--- src/cptc_pkg.sv ---
// package: register offsets, field positions, masks and encodings for the power tune and channel 1 setup bank
package cptc_pkg;
  // register addresses on the control interface
  localparam logic [7:0] ADDR_ADC_POWER_TUNING  = 8'h4E;
  localparam logic [7:0] ADDR_DAC_POWER_TUNING  = 8'h4F;
  localparam logic [7:0] ADDR_ADC_FIRST_CHANNEL = 8'h50;
  localparam int         NUM_REGS               = 3;
  localparam logic [7:0] REG_RESET              = 8'h00;
  localparam logic [7:0] READ_UNMAPPED          = 8'h00;
  // writable bit masks; all other bits are reserved and read zero
  localparam logic [7:0] MASK_ADC_POWER_TUNING  = 8'hE4;
  localparam logic [7:0] MASK_DAC_POWER_TUNING  = 8'hA6;
  localparam logic [7:0] MASK_ADC_FIRST_CHANNEL = 8'hC3;
  // adc power tuning fields
  localparam int ADC_HALF_RATE_BIT  = 7;
  localparam int ADC_COMB_ORDER_BIT = 6;
  localparam int ADC_FIR_SKIP_BIT   = 5;
  localparam int ADC_LOWPWR_BIT     = 2;
  // dac power tuning fields
  localparam int DAC_HALF_RATE_BIT  = 7;
  localparam int DAC_SEG_SKIP_BIT   = 5;
  localparam int DAC_LOWPWR_BIT     = 2;
  localparam int DAC_REFERENCE_CURRENT_HALF_BIT  = 1;
  // channel 1 setup fields
  localparam int CH1_INSRC_HI_BIT   = 7;
  localparam int CH1_INSRC_LO_BIT   = 6;
  localparam int CH1_RANGE_BIT      = 1;
  localparam int CH1_BW_BIT         = 0;
  // encodings
  localparam logic [1:0] INSRC_DIFFERENTIAL = 2'h0;
  localparam logic [1:0] INSRC_SINGLE_ENDED = 2'h1;
  localparam logic       CIC_ORDER_FIFTH    = 1'h0;
  localparam logic       CIC_ORDER_FOURTH   = 1'h1;
endpackage

--- src/cptc_regmem.sv ---
// module: small register array with masked writes and registered read data
`timescale 1ns/1ps
`default_nettype none
module cptc_regmem (
  input  wire logic       core_clk,
  input  wire logic       reset,
  input  wire logic       wr_en,
  input  wire logic [1:0] wr_idx,
  input  wire logic [7:0] wr_data,
  input  wire logic [1:0] rd_idx,
  output logic      [7:0] rd_data,
  output logic      [7:0] reg_adc,
  output logic      [7:0] reg_dac,
  output logic      [7:0] reg_ch1
);
  typedef struct packed {
    logic [cptc_pkg::NUM_REGS-1:0][7:0] regs;
    logic [7:0]                         rd;
  } cptc_mem_state_t;

  cptc_mem_state_t state_q;
  cptc_mem_state_t state_d;
  logic [cptc_pkg::NUM_REGS-1:0][7:0] wmask;

  assign wmask[0] = cptc_pkg::MASK_ADC_POWER_TUNING;
  assign wmask[1] = cptc_pkg::MASK_DAC_POWER_TUNING;
  assign wmask[2] = cptc_pkg::MASK_ADC_FIRST_CHANNEL;

  // reserved bits are masked on write so they can never read back as one
  always_comb begin
    state_d = state_q;
    for (int i = 0; i < cptc_pkg::NUM_REGS; i++) begin
      if (wr_en && (wr_idx == 2'(i))) begin
        state_d.regs[i] = wr_data & wmask[i];
      end
    end
    if (rd_idx < 2'(cptc_pkg::NUM_REGS)) begin
      state_d.rd = state_q.regs[rd_idx];
    end else begin
      state_d.rd = cptc_pkg::READ_UNMAPPED;
    end
  end

  // every register starts at zero
  always_ff @(posedge core_clk) begin
    if (reset) begin
      state_q.regs <= {cptc_pkg::NUM_REGS{cptc_pkg::REG_RESET}};
      state_q.rd   <= cptc_pkg::REG_RESET;
    end else begin
      state_q <= state_d;
    end
  end

  assign rd_data = state_q.rd;
  assign reg_adc = state_q.regs[0];
  assign reg_dac = state_q.regs[1];
  assign reg_ch1 = state_q.regs[2];
endmodule
`default_nettype wire

--- src/cptc_bank.sv ---
// module: codec power tune and adc channel 1 configuration register bank
//
// Functional notes
// - adc_modulator_half_rate runs the adc modulator at 3MHz when 0 and 1.5MHz when 1.
// - adc_comb_order_select picks a fifth-order comb stage when 0 and fourth-order when 1.
// - adc_decim_filter_skip set routes adc samples around the fir decimation stage.
// - adc_lowpower_filter_en set selects the low-power adc filter variant.
// - dac_modulator_half_rate runs the dac modulator at 3MHz when 0 and 1.5MHz when 1.
// - dac_interp_segmenter_skip set skips both the dac fir interpolator and the segmenter.
// - dac_lowpower_filter_en set selects the low-power dac filter variant.
// - dac_ref_current_half selects reference current Vref/R when 0 and Vref/2R when 1.
// - first_channel_input_type code 0 is differential, 1 single-ended; codes 2 and 3 are not to be used.
// - first_channel_range_select gives 10 Vrms full scale when 0 and 5 Vrms when 1 at a 2.75 V reference.
// - first_channel_bandwidth_select gives 24 kHz audio bandwidth when 0 and 96 kHz wide when 1.
// - reserved bits read back zero and software writes only zero to them.
// - after reset all three registers hold 0x00.
`timescale 1ns/1ps
`default_nettype none
module cptc_bank (
  input  wire logic       core_clk,
  input  wire logic       reset,
  input  wire logic       reg_wr_en,
  input  wire logic       reg_rd_en,
  input  wire logic [7:0] reg_addr,
  input  wire logic [7:0] reg_wdata,
  output logic      [7:0] reg_rdata,
  output logic            reg_rvalid,
  output logic            adc_modulator_half_rate,
  output logic            adc_comb_order_select,
  output logic            adc_decim_filter_skip,
  output logic            adc_lowpower_filter_en,
  output logic            dac_modulator_half_rate,
  output logic            dac_interp_segmenter_skip,
  output logic            dac_lowpower_filter_en,
  output logic            dac_ref_current_half,
  output logic      [1:0] first_channel_input_type,
  output logic            first_channel_range_select,
  output logic            first_channel_bandwidth_select,
  output logic            first_channel_input_invalid
);
  typedef struct packed {
    logic rvalid;
  } cptc_state_t;

  cptc_state_t state_q;
  cptc_state_t state_d;
  logic [1:0]  wr_idx;
  logic [1:0]  rd_idx;
  logic        wr_hit;
  logic [7:0]  reg_adc;
  logic [7:0]  reg_dac;
  logic [7:0]  reg_ch1;

  // address decode; an unmapped index reads zero and drops writes
  function automatic logic [1:0] cptc_decode(input logic [7:0] addr);
    logic [1:0] idx;
    idx = 2'h3;
    case (addr)
      cptc_pkg::ADDR_ADC_POWER_TUNING:  idx = 2'h0;
      cptc_pkg::ADDR_DAC_POWER_TUNING:  idx = 2'h1;
      cptc_pkg::ADDR_ADC_FIRST_CHANNEL: idx = 2'h2;
      default:                          idx = 2'h3;
    endcase
    return idx;
  endfunction

  assign wr_idx = cptc_decode(reg_addr);
  assign rd_idx = cptc_decode(reg_addr);
  assign wr_hit = reg_wr_en && (wr_idx != 2'h3);

  cptc_regmem u_mem (
    .core_clk (core_clk),
    .reset    (reset),
    .wr_en    (wr_hit),
    .wr_idx   (wr_idx),
    .wr_data  (reg_wdata),
    .rd_idx   (rd_idx),
    .rd_data  (reg_rdata),
    .reg_adc  (reg_adc),
    .reg_dac  (reg_dac),
    .reg_ch1  (reg_ch1)
  );

  // read data lands one cycle after the read strobe
  always_comb begin
    state_d        = state_q;
    state_d.rvalid = reg_rd_en;
  end

  always_ff @(posedge core_clk) begin
    if (reset) begin
      state_q.rvalid <= 1'b0;
    end else begin
      state_q <= state_d;
    end
  end

  assign reg_rvalid = state_q.rvalid;

  // adc datapath controls straight from register flops
  assign adc_modulator_half_rate = reg_adc[cptc_pkg::ADC_HALF_RATE_BIT];
  assign adc_comb_order_select   = reg_adc[cptc_pkg::ADC_COMB_ORDER_BIT];
  assign adc_decim_filter_skip   = reg_adc[cptc_pkg::ADC_FIR_SKIP_BIT];
  assign adc_lowpower_filter_en  = reg_adc[cptc_pkg::ADC_LOWPWR_BIT];

  // dac datapath controls; one skip bit drops both fir and segmenter
  assign dac_modulator_half_rate   = reg_dac[cptc_pkg::DAC_HALF_RATE_BIT];
  assign dac_interp_segmenter_skip = reg_dac[cptc_pkg::DAC_SEG_SKIP_BIT];
  assign dac_lowpower_filter_en    = reg_dac[cptc_pkg::DAC_LOWPWR_BIT];
  assign dac_ref_current_half      = reg_dac[cptc_pkg::DAC_REFERENCE_CURRENT_HALF_BIT];

  // channel 1 analog front end; codes 2 and 3 are flagged, not corrected
  assign first_channel_input_type =
    reg_ch1[cptc_pkg::CH1_INSRC_HI_BIT:cptc_pkg::CH1_INSRC_LO_BIT];
  assign first_channel_input_invalid = reg_ch1[cptc_pkg::CH1_INSRC_HI_BIT];
  assign first_channel_range_select     = reg_ch1[cptc_pkg::CH1_RANGE_BIT];
  assign first_channel_bandwidth_select = reg_ch1[cptc_pkg::CH1_BW_BIT];
endmodule
`default_nettype wire

--- config.mk ---
export PLATFORM = sky130hd
export DESIGN_NAME = cptc_bank
export DESIGN_NICKNAME = d
export VERILOG_FILES = /design/src/cptc_pkg.sv /design/src/cptc_regmem.sv /design/src/cptc_bank.sv
export SDC_FILE = /design/constraint.sdc
export NUM_CORES = 1
export LEC_CHECK = 0
export ABC_AREA = 1
export BUFFER_PORTS_ARGS = -buffer_cell sky130_fd_sc_hd__buf_2
export CAP_MARGIN = 20
export CELL_PAD_IN_SITES_DETAIL_PLACEMENT = 0
export CELL_PAD_IN_SITES_GLOBAL_PLACEMENT = 1
export CORE_MARGIN = 10
export CORE_UTILIZATION = 29
export CTS_CLUSTER_DIAMETER = 100
export DETAILED_ROUTE_END_ITERATION = 7
export MAX_ROUTING_LAYER = met4
export PLACE_DENSITY_LB_ADDON = 0.1
export SLEW_MARGIN = 20
export SYNTH_ARGS = -nofsm -noshare
export SYNTH_HDL_FRONTEND = slang
export SYNTH_SLANG_ARGS = --single-unit
export TNS_END_PERCENT = 100
--- constraint.sdc ---
create_clock -name core_clk -period 1 [get_ports core_clk]
set_input_delay 0.1 -clock core_clk [delete_from_list [all_inputs] [get_ports core_clk]]
set_output_delay 0.1 -clock core_clk [all_outputs]
set_load 0.02 [all_outputs]
# Yosys cells after proc, flatten, opt, wreduce, memory -nomap -nowiden
# Cells that the tools add are included.
[op_classes] n_lt_le_gt_ge=2 reduce_logical=6 muxes=3 bitwise_logic=1 n_eq_ne=6
[ops] operator="8-bit by 7-bit == test with 1-bit output, second input constant" n=3
[ops] operator="8-bit binary-select mux with 2-bit select" n=1
[ops] operator="8-bit two-way mux" n=1
[ops] operator="2-bit one-hot mux with 3 select lines" n=1
[ops] operator="1-bit logical AND" n=4
[ops] operator="2-bit by 3-bit less-than comparator with 1-bit output, second input constant" n=1
[ops] operator="2-bit by 1-bit == test with 1-bit output, second input constant" n=1
[ops] operator="2-bit == test, second input constant" n=1
[ops] operator="2-bit logical NOT" n=1
[ops] operator="2-bit less-than comparator, second input constant" n=1
[ops] operator="2-bit != test, second input constant" n=1
[ops] operator="2-bit OR reduction" n=1
[ops] operator="1-bit NOT" n=1
[word_totals] ff_bits=21 wordCells=23

# Longest topological paths before layout
# Gate-level depths: netlist of run 1.
[depth] ltp_word=5 depth_mapped=9 ltp_nobuf=9

# Modules after synthesis
# A second synthesis of run 1 with hierarchy kept.
[hier_totals] cells_unflattened=145 hier_area_um2=1016.0
[modules_own_cells] mod="cptc_regmem" cells_per_inst=118 seq_area_each_um2=360.3 n_inst=1 area_per_inst_um2=875.8
[modules_own_cells] mod="cptc_bank" cells_per_inst=27 seq_area_each_um2=20.0 n_inst=1 area_per_inst_um2=140.1

# Worst setup path after synthesis of run 1
# Ideal clock, no wire load.
[synth_timing] path_type="register to register" startpoint="register u_mem.state_q, in the netlist u_mem.reg_adc[6]" endpoint="register u_mem.state_q, in the netlist u_mem.rd_data[6]" path_stages_with_launch=5 synth_period_minus_slack_ps=880 arrival_time_ps=824 required_ps=944 path_buffers=0 setup_slack_ps=120 path_cell_list="dfxtp_1 > inv_1 > o31ai_1 > nand2_1 > inv_1"
[synth_via] elab_chain_cells=2
[synth_lines] item="start: declaration" line="cptc_regmem.sv:21" source="cptc_mem_state_t state_q;"
[synth_lines] item="start signal: assignment" line="cptc_regmem.sv:50" source="state_q <= state_d;"
[synth_lines] item="8-bit binary-select mux with 2-bit select" line="cptc_regmem.sv:38" source="state_d.rd = state_q.regs[rd_idx];"
[synth_lines] item="8-bit two-way mux (implied by the code)" line="cptc_regmem.sv:38"
# Every way passes these cells. The select of a mux whose other input is x is not followed.
# A chain may end at the register's enable or synchronous reset.

# Final worst setup path of run 1
[layout_timing] startpoint="register u_mem.state_q, in the netlist u_mem.reg_dac[2]" endpoint="output dac_lowpower_filter_en"
[layout_lines] item="end: declaration" line="cptc_bank.sv:34" source="output logic dac_lowpower_filter_en,"
# No word-level cell between the ends.

==> impl_metrics.csv, run 1 <==
group,metric,value,unit
sta,setup_tns,0,ns
logic_synthesis,synth_compound_area_share,11.66,%
sta,final_max_slew_viol_count,0,
setup_path,worst-path-buf-inv,1,
routing,wl_per_cell,11.92,microns
logic_synthesis,synthSimpleGateAreaFrac,29.30,%
logic_synthesis,yosysTopAreaCellShare,45.44,%
logic_synthesis,syn_inst,120,
setup_path,worstPathRequired,0.90,ns
grt,grt_busiest_layer,"met2",
setup_path,setup.worst_path.class,"flop to primary output",
cells_and_area,syn_to_final_growth,32.74,%
sta,fin_skew,0.001540,ns
setup_path,critical-path-top-delay-family,"flip-flops",
setup_path,crit_path_start,"u_mem.reg_dac[2]",
logic_synthesis,synthTopCellsByCount,"25 x nand2_1, 19 x dfxtp_1, 18 x inv_1, 16 x nor2_1, 10 x a21oi_1",
grt,grt_max_degree,11,
floorplanning,chipWidth,73.73,microns
floorplanning,fp.dieH,73.73,microns
worst_hold_path,worstHoldStart,"reg_wdata[0]",
logic_synthesis,synthXorXnorAreaFrac,0,%
logic_synthesis,synth_edf_count,0,
routing,ant_nets,0,
sta,timing.final.crit_share,94.09,%
clock_network,numCtsBuffers,3,
cells_and_area,design_area,1111,sq um
logic_synthesis,synth-adder-area-share,0,%
floorplanning,placeableCoreArea,2758,sq um
logic_synthesis,synth_ff_type,"dfxtp_1",
grt,overflow,0,
setup_path,slowest_delay,0.37,ns
power,p_total,1.255,mW
sta,rsz0062_at_grt,"false",
logic_synthesis,syn-mean-instance-area,6.975,sq um
sta,min_period,0.9409,ns
setup_path,cpMaxStageDelayCell,"dfxtp_1",
logic_synthesis,synth.mux.area_fraction,0,%
placement,dp_hpwl,1.940,mm
setup_path,worstPathArrival,0.84,ns
placement,gp_congestion,0.7695,
cells_and_area,antenna_cells,0,
setup_path,r2r_start,"u_mem.reg_adc[6]",
clock_network,clk-insertion-delay-late,0.29,ns
floorplanning,row_count,19,
sta,finalHoldViolCount,0,
floorplanning,die_area,5435,sq um
power,power_density,1130,nW/um^2
clock_network,htreeDepth,1,
setup_path,end_kind,"primary output",
logic_synthesis,yosys_warnings,0,
logic_synthesis,synth_cell_type_count,17,
status,status,"finished clean",
logic_synthesis,seq_area_frac_synth,45.44,%
setup_path,startpoint_type,"flop",
setup_path,reg2reg_setup_slack,0.20,ns
setup_path,crit_chain,"buf_2",
cells_and_area,nets,184,
grt,grtUsageMet3,4.576,%
grt,antenna_found_initial,0,
clock_network,clk_path_buf_depth,2,
routing,dr.pass1.iters,4,
logic_synthesis,synth_area,837.1,sq um
power,p_leak,0.6074,nW
clock_network,cts_tree,"done",
power,ir_drop,0.0009319,V
clock_network,clock-sinks,19,
routing,wl,2.312,mm
grt,grt_pass1_wl,3.933,mm
cells_and_area,final_util,40.29,%
logic_synthesis,synth.most_common_cell,"nand2_1",
grt,track_usage,9.241,%
logic_synthesis,ys_ff_latch,19,
routing,num_vias,842,
sta,setup_violations,0,
clock_network,cts-root-buf,"clkbuf_4",
setup_path,path_max_fanout,3,
clock_network,clkTransAtPathRegs,0.11,ns
grt,grt_pass1_vias,887,
floorplanning,initial_core_util,30.35,%
sta,timing.fmax,1.063,GHz
flow_run,max-cap-violations,0,
placement,postPlaceCellArea,1065,sq um
routing,drc,0,
floorplanning,io_pins,42,
worst_hold_path,min_path_type,"input port to flop",
placement,io_buffers,37,
cells_and_area,drive_gt1_share,34.97,%
routing,drt-vias-per-instance,4.340,
logic_synthesis,yosysTopAreaCell,"dfxtp_1",
grt,use_met1,10.15,%
routing,drtIter0Drc,38,
logic_synthesis,async_flop_share,0,%
logic_synthesis,synth_top_family_by_area,"simple AND/OR/NAND/NOR gates",
grt,use_met2,14.39,%
logic_synthesis,synth_area_leaders,"dfxtp_1 45%, nand2_1 11%, inv_1 8.1%",
[state kept, by name, summed over array words and instances (netlist names)]
name,cells
reg_rvalid,1
u_mem.rd_data,6
u_mem.reg_dac,4
u_mem.reg_adc,4
u_mem.reg_ch1,4
[placed cells by master (no fill, tap or decap)]
cell type	count
inv_1	18
buf_4	6
buf_2	34
nand2_4	1
dfxtp_2	2
nand2_1	25
inv_2	2
inv_4	2
clkbuf_1	1
conb_1	2
nor2_2	3
dfxtp_1	17
nand4_1	1
clkbuf_4	3
nor2_1	16
nand3_1	6
o31ai_1	1
o21ai_1	4
nand2_2	4
a21oi_1	10
dlygate4sd3_1	1
o21ai_0	4
[through the flow]
step	cells	hold WS, ns	worst slack [ns]
6_report	194	0.02441	0.05915
2_1_floorplan	121	0.1691	0.1198
3_5_place_dp	189	0.3075	-0.1305
4_1_cts	194	0.01465	0.03002
3_3_place_gp	189	0.3039	-0.1067
5_1_grt	194	0.02222	0.008541
[cell families after synthesis]
family                 after synthesis
AND/OR/NAND/NOR                     56
buffers and inverters               25
AO/OA/AOI/OAI                       19
flip-flops                          19
other                                1
[timing repair]
action / CTS / global route
hold buffers: 1 / 0
hold endpoints to repair: 1 / 0
buffers inserted: 0 / 0
setup endpoints to repair: 0 / 6
gates resized for setup: 0 / 5
[worst paths after layout]
check                                end  cells past startpoint
setup / recovery  dac_lowpower_filter_en                      1
setup reg to reg        u_mem.rd_data[6]                      4
hold reg to reg         u_mem.reg_adc[2]                      2
hold / removal          u_mem.reg_ch1[0]                      3
[routing by layer]
metal	vias up	routed length, microns
met4	0	12
met2	24	1103
met3	2	204
met5	-	0
li1	447	-
met1	369	991
[where the power goes]
group	internal [mW]	switching, mW	total [mW]
combinational	0.0452	0.0652	0.110
clock	0.155	0.229	0.385
sequential	0.759	0.00107	0.760
[layout make-up]
| cell class | count | area [sq um] |
|---|---|---|
| clock buffer | 4 | 26.28 |
| fill | 301 | 1647 |
| inverter | 22 | 87.58 |
| multi-input combinational | 77 | 350.3 |
| sequential | 19 | 382.9 |
| tap | 31 | 38.79 |
| timing repair buffer | 41 | 225.2 |
Power figures use the tool's default switching activity.
==> run 2: changes to the inputs <==
--- a/config.mk
+++ b/config.mk
@@ -9,9 +9,9 @@
 export BUFFER_PORTS_ARGS = -buffer_cell sky130_fd_sc_hd__buf_2
 export CAP_MARGIN = 20
 export CELL_PAD_IN_SITES_DETAIL_PLACEMENT = 0
-export CELL_PAD_IN_SITES_GLOBAL_PLACEMENT = 1
+export CELL_PAD_IN_SITES_GLOBAL_PLACEMENT = 2
 export CORE_MARGIN = 10
-export CORE_UTILIZATION = 29
+export CORE_UTILIZATION = 24
 export CTS_CLUSTER_DIAMETER = 100
 export DETAILED_ROUTE_END_ITERATION = 7
 export MAX_ROUTING_LAYER = met4
@@ -19,5 +19,6 @@
 export SLEW_MARGIN = 20
 export SYNTH_ARGS = -nofsm -noshare
 export SYNTH_HDL_FRONTEND = slang
+export SYNTH_HIERARCHICAL = 1
 export SYNTH_SLANG_ARGS = --single-unit
 export TNS_END_PERCENT = 100
==> impl_metrics.csv, run 2 <==
group,metric,value,unit
setup_path,end_kind,"flop",
floorplanning,row_count,22,
routing,wl,2.559,mm
grt,grt_pass1_vias,898,
worst_hold_path,min_path_type,"input port to flop",
setup_path,worstPathRequired,1.20,ns
setup_path,slowest_delay,0.16,ns
grt,overflow,0,
sta,setup_violations,0,
clock_network,clk_path_buf_depth,2,
sta,timing.fmax,1.037,GHz
sta,worst_hold_slack,0.05440,ns
power,p_leak,0.7752,nW
setup_path,worst-path-buf-inv,3,
floorplanning,io_pins,42,
floorplanning,chipWidth,82.11,microns
status,status,"finished clean",
sta,finalHoldViolCount,0,
power,ir_drop,0.0003553,V
logic_synthesis,syn_inst,133,
cells_and_area,largest_reg_flops,6,
cells_and_area,final_common_cell,"buf_2",
grt,antenna_found_initial,0,
power,p_total,1.452,mW
clock_network,clkTransAtPathRegs,0.07,ns
sta,fin_skew,0.002836,ns
cells_and_area,design_area,1465,sq um
sta,min_period,0.9640,ns
setup_path,reg2reg_setup_slack,0.29,ns
routing,drc,0,
routing,num_vias,909,
cells_and_area,final_util,39.72,%
grt,grt_max_degree,11,
sta,timing.final.crit_share,96.40,%
worst_hold_path,worstHoldStart,"reg_rd_en",
setup_path,critical-path-top-delay-family,"simple AND/OR/NAND/NOR gates",
clock_network,cts-root-buf,"clkbuf_8",
routing,wl_per_cell,11.22,microns
cells_and_area,syn_to_final_growth,58.24,%
clock_network,post-cts-setup-buffers,0,
clock_network,numCtsBuffers,3,
setup_path,startpoint_type,"input port",
clock_network,clk-insertion-delay-late,0.25,ns
floorplanning,die_area,6742,sq um
logic_synthesis,synth_area,925.9,sq um
placement,io_buffers,37,
flow_run,max-cap-violations,0,
grt,track_usage,7.913,%
routing,drtIter0Drc,33,
sta,rsz0062_at_grt,"true",
worst_hold_path,holdPathEnd,"reg_rvalid",
setup_path,cpMaxStageDelayCell,"a21oi_4",
clock_network,htreeDepth,1,
clock_network,cts_tree,"done",
logic_synthesis,yosys_warnings,6,
floorplanning,placeableCoreArea,3689,sq um
setup_path,setup.worst_path.class,"input port to flop",
routing,ant_nets,0,
setup_path,worstPathArrival,1.16,ns
worst_hold_path,holdPathStages,3,
cells_and_area,final_cell_mix,"31 x buf_2, 26 x nor2_1, 22 x nand2_1, 19 x dfxtp_1, 12 x inv_1",
sta,setup_tns,0,ns
setup_path,reg2reg_depth,4,
floorplanning,fp.dieH,82.11,microns
logic_synthesis,syn-mean-instance-area,6.962,sq um
clock_network,post_cts_hold_buffer_count,0,
cells_and_area,nets,201,
routing,drt-vias-per-instance,3.987,
placement,postPlaceCellArea,1297,sq um
cells_and_area,drive_gt1_share,47.22,%
floorplanning,initial_core_util,25.10,%
setup_path,crit_chain,"buf_6, inv_4, nand2_2, nor2_2, nand2_2, a21oi_4, buf_6, nand3b_4, nand2_1, nand2_1, nor2_1",
routing,dr.pass1.iters,4,
sta,final_max_slew_viol_count,0,
placement,dp_hpwl,2.153,mm
cells_and_area,antenna_cells,0,
clock_network,clock-sinks,19,
placement,gp_congestion,0.7273,
setup_path,r2r_start,"u_mem/reg_ch1[6]",
setup_path,crit-reg2reg-capture,"u_mem/rd_data[6]",
power,power_density,991.1,nW/um^2
grt,grt_pass1_wl,3.988,mm
setup_path,path_max_fanout,8,
==> run 2: worst register-to-register path, stage by stage (launching register included) <==
cell     delay, ns
dfxtp_1       0.33
inv_1         0.06
nand2_1       0.05
o21ai_0       0.07
nor3_1        0.13
==> run 2: area by class of cell <==
class | count | area, sq um
fillers | 403 | 2223
multi-input cells | 88 | 520.5
repair buffers | 48 | 350.3
well taps | 48 | 60.06
inverters | 21 | 108.9
flip-flops and latches | 19 | 380.4
clock buffers | 4 | 45.04
==> run 2: worst max-delay path by stage <==
stage	from	to	slack (ns)	cells past startpoint
after floorplan	reg_addr[4]	u_mem/reg_adc[7]	-0.11	9
after global placement	reg_addr[5]	u_mem/reg_adc[7]	-0.35	10
after detailed placement	reg_addr[5]	u_mem/reg_adc[7]	-0.34	10
after CTS	reg_addr[5]	u_mem/reg_adc[5]	-0.002	9
after global routing	reg_addr[2]	u_mem/reg_dac[1]	-0.08	11
final	reg_addr[2]	u_mem/reg_dac[1]	0.04	11
==> run 2: report_power, final <==
part / total, mW / switching (mW) / internal (mW)
sequential: 0.759 / 0.000439 / 0.758
clock: 0.528 / 0.245 / 0.283
combinational: 0.165 / 0.0846 / 0.0804
total: 1.45 / 0.330 / 1.12
==> run 2: through the flow <==
step / setup WS (ns) / instances
after detailed placement: -0.3411 / 224
after global placement: -0.3523 / 224
after global routing: -0.07742 / 228
after CTS: -0.002262 / 228
after floorplan: -0.1082 / 134
final: 0.03598 / 228
==> run 2: what timing repair did <==
action                                  4_1_cts  5_1_grt
endpoints found under the setup margin       12       14
pin swaps                                     9       13
resized for setup                             5       33
==> run 2: metal layers <==
layer / GRT usage (%) / vias up / part of all wire [%]
li1: - / 487 / -
met1: 8.652 / 394 / 41
met2: 13.40 / 24 / 49
met3: 1.188 / 4 / 7.2
met4: 4.592 / 0 / 2.0
met5: - / - / 0
==> run 3: changes to the inputs <==
--- a/config.mk
+++ b/config.mk
@@ -10,6 +10,7 @@
 export CAP_MARGIN = 20
 export CELL_PAD_IN_SITES_DETAIL_PLACEMENT = 0
 export CELL_PAD_IN_SITES_GLOBAL_PLACEMENT = 2
+export CORE_ASPECT_RATIO = 0.7
 export CORE_MARGIN = 10
 export CORE_UTILIZATION = 24
 export CTS_CLUSTER_DIAMETER = 100
==> impl_metrics.csv, run 3 (same netlist as run 2, synthesis figures left out) <==
group,metric,value,unit
worst_hold_path,holdPathStages,3,
setup_path,reg2reg_depth,2,
sta,worst_hold_slack,0.05313,ns
setup_path,crit-reg2reg-capture,"u_mem/rd_data[6]",
floorplanning,fp.dieH,71.97,microns
grt,antenna_found_initial,0,
setup_path,path_max_fanout,8,
power,power_density,997.8,nW/um^2
clock_network,post-cts-setup-buffers,0,
floorplanning,initial_core_util,25.53,%
setup_path,startpoint_type,"input port",
placement,postPlaceCellArea,1287,sq um
cells_and_area,multiInputGateArea,528.0,sq um
cells_and_area,syn_to_final_growth,58.78,%
setup_path,end_kind,"flop",
setup_path,setup.worst_path.class,"input port to flop",
routing,wl,2.608,mm
cells_and_area,final_cell_mix,"30 x buf_2, 25 x nor2_1, 20 x nand2_1, 19 x dfxtp_1, 13 x inv_1",
clock_network,cts_tree,"done",
grt,track_usage,8.084,%
grt,grt_pass1_wl,4.305,mm
routing,drc,0,
sta,setup_violations,0,
worst_hold_path,worstHoldStart,"reg_rd_en",
setup_path,worstPathRequired,1.15,ns
floorplanning,placeableCoreArea,3626,sq um
worst_hold_path,holdPathEnd,"reg_rvalid",
cells_and_area,nets,201,
cells_and_area,antenna_cells,0,
cells_and_area,final_cells,230,
floorplanning,row_count,18,
sta,finalHoldViolCount,0,
power,ir_drop,0.0004021,V
sta,timing.fmax,1.045,GHz
setup_path,worstPathArrival,1.11,ns
power,p_leak,0.7866,nW
sta,timing.final.crit_share,95.74,%
grt,grt_max_degree,12,
routing,ant_nets,0,
clock_network,clock-sinks,19,
routing,wl_per_cell,11.34,microns
clock_network,numCtsBuffers,3,
worst_hold_path,min_path_type,"input port to flop",
setup_path,r2r_start,"u_mem/reg_adc[6]",
routing,drt-vias-per-instance,3.904,
setup_path,reg2reg_setup_slack,0.21,ns
floorplanning,io_pins,42,
cells_and_area,final_util,40.55,%
grt,overflow,0,
sta,min_period,0.9574,ns
routing,dr.pass1.iters,4,
cells_and_area,n_fill_cell,394,
sta,fin_skew,0.0004541,ns
flow_run,max-cap-violations,0,
placement,dp.cells,226,
floorplanning,chipWidth,94.24,microns
clock_network,htreeDepth,1,
floorplanning,die_area,6782,sq um
placement,io_buffers,37,
cells_and_area,drive_gt1_share,47.78,%
clock_network,clk-insertion-delay-late,0.25,ns
clock_network,clkTransAtPathRegs,0.07,ns
cells_and_area,largest_reg_flops,6,
cells_and_area,design_area,1470,sq um
routing,drtIter0Drc,38,
placement,gp_congestion,0.7000,
status,status,"finished clean",
sta,rsz0062_at_grt,"true",
sta,final_max_slew_viol_count,0,
cells_and_area,seq_area,380.4,sq um
clock_network,cts-root-buf,"clkbuf_8",
cells_and_area,final_common_cell,"buf_2",
placement,dp_hpwl,2.168,mm
routing,num_vias,898,
grt,grt_pass1_vias,928,
clock_network,clk_path_buf_depth,2,
[run 3: cell types whose count changed in the layout (fill, tap and decap cells not counted), moves of 2 or more]
cell,before,now
nand3_2,2,0
nand3_1,1,3
nand2_1,22,20
buf_4,7,9
[run 3: cell type report]
type,instances,area share [%]
Multi-Input combinational cell,88,35.91
Sequential cell,19,25.87
Timing Repair Buffer,48,23.40
Inverter,21,7.404
Tap cell,50,4.255
Clock buffer,3,2.809
Clock inverter,1,0.3404
[run 3: power breakdown]
group	internal (mW)	switching (mW)
sequential	0.758	0.000390
clock	0.277	0.253
combinational	0.0880	0.0906
[run 3: per-layer routing]
metal | track usage, % | vias to the layer above | routed length (microns)
met5 | - | - | 0
li1 | - | 489 | -
met4 | 1.513 | 0 | 13
met1 | 10.34 | 381 | 1304
met3 | 3.700 | 2 | 220
met2 | 11.40 | 26 | 1069
[run 3: through the flow]
stage / TNS (ns) / power (mW) / setup slack [ns]
floorplan: -0.6470 / 0.8479 / -0.1082
global placement: -5.199 / 0.9087 / -0.3455
detailed placement: -5.311 / 0.9102 / -0.3268
CTS: 0 / 1.457 / 0.0008338
global route: -0.4097 / 1.546 / -0.05526
finish: 0 / 1.467 / 0.04264
[run 3: how the worst max path moves through the flow]
stage,start,end,slack [ns],cells past startpoint
4_1_cts,reg_addr[2],u_mem/reg_ch1[0],0.0008,11
2_1_floorplan,reg_addr[4],u_mem/reg_adc[7],-0.11,9
6_report,reg_addr[5],u_mem/reg_dac[2],0.04,11
5_1_grt,reg_addr[1],u_mem/reg_ch1[0],-0.06,11
3_5_place_dp,reg_addr[4],u_mem/reg_ch1[6],-0.33,9
3_3_place_gp,reg_addr[5],u_mem/reg_ch1[1],-0.35,10
[run 3: worst max-delay path: stages]
cell and delay (ns):
buf_8 0.11, inv_12 0.05, nand2_4 0.05, nor2_4 0.10
nand3_1 0.08, and2_4 0.19, buf_4 0.14, nand3b_4 0.13
nand2_1 0.07, nand2_1 0.06, nor2_1 0.03
[run 3: what timing repair did]
item / in CTS / in global routing
gates resized for setup: 11 / 29
setup endpoints to repair: 14 / 17
hold buffers: 0 / 0
pin swaps: 11 / 13
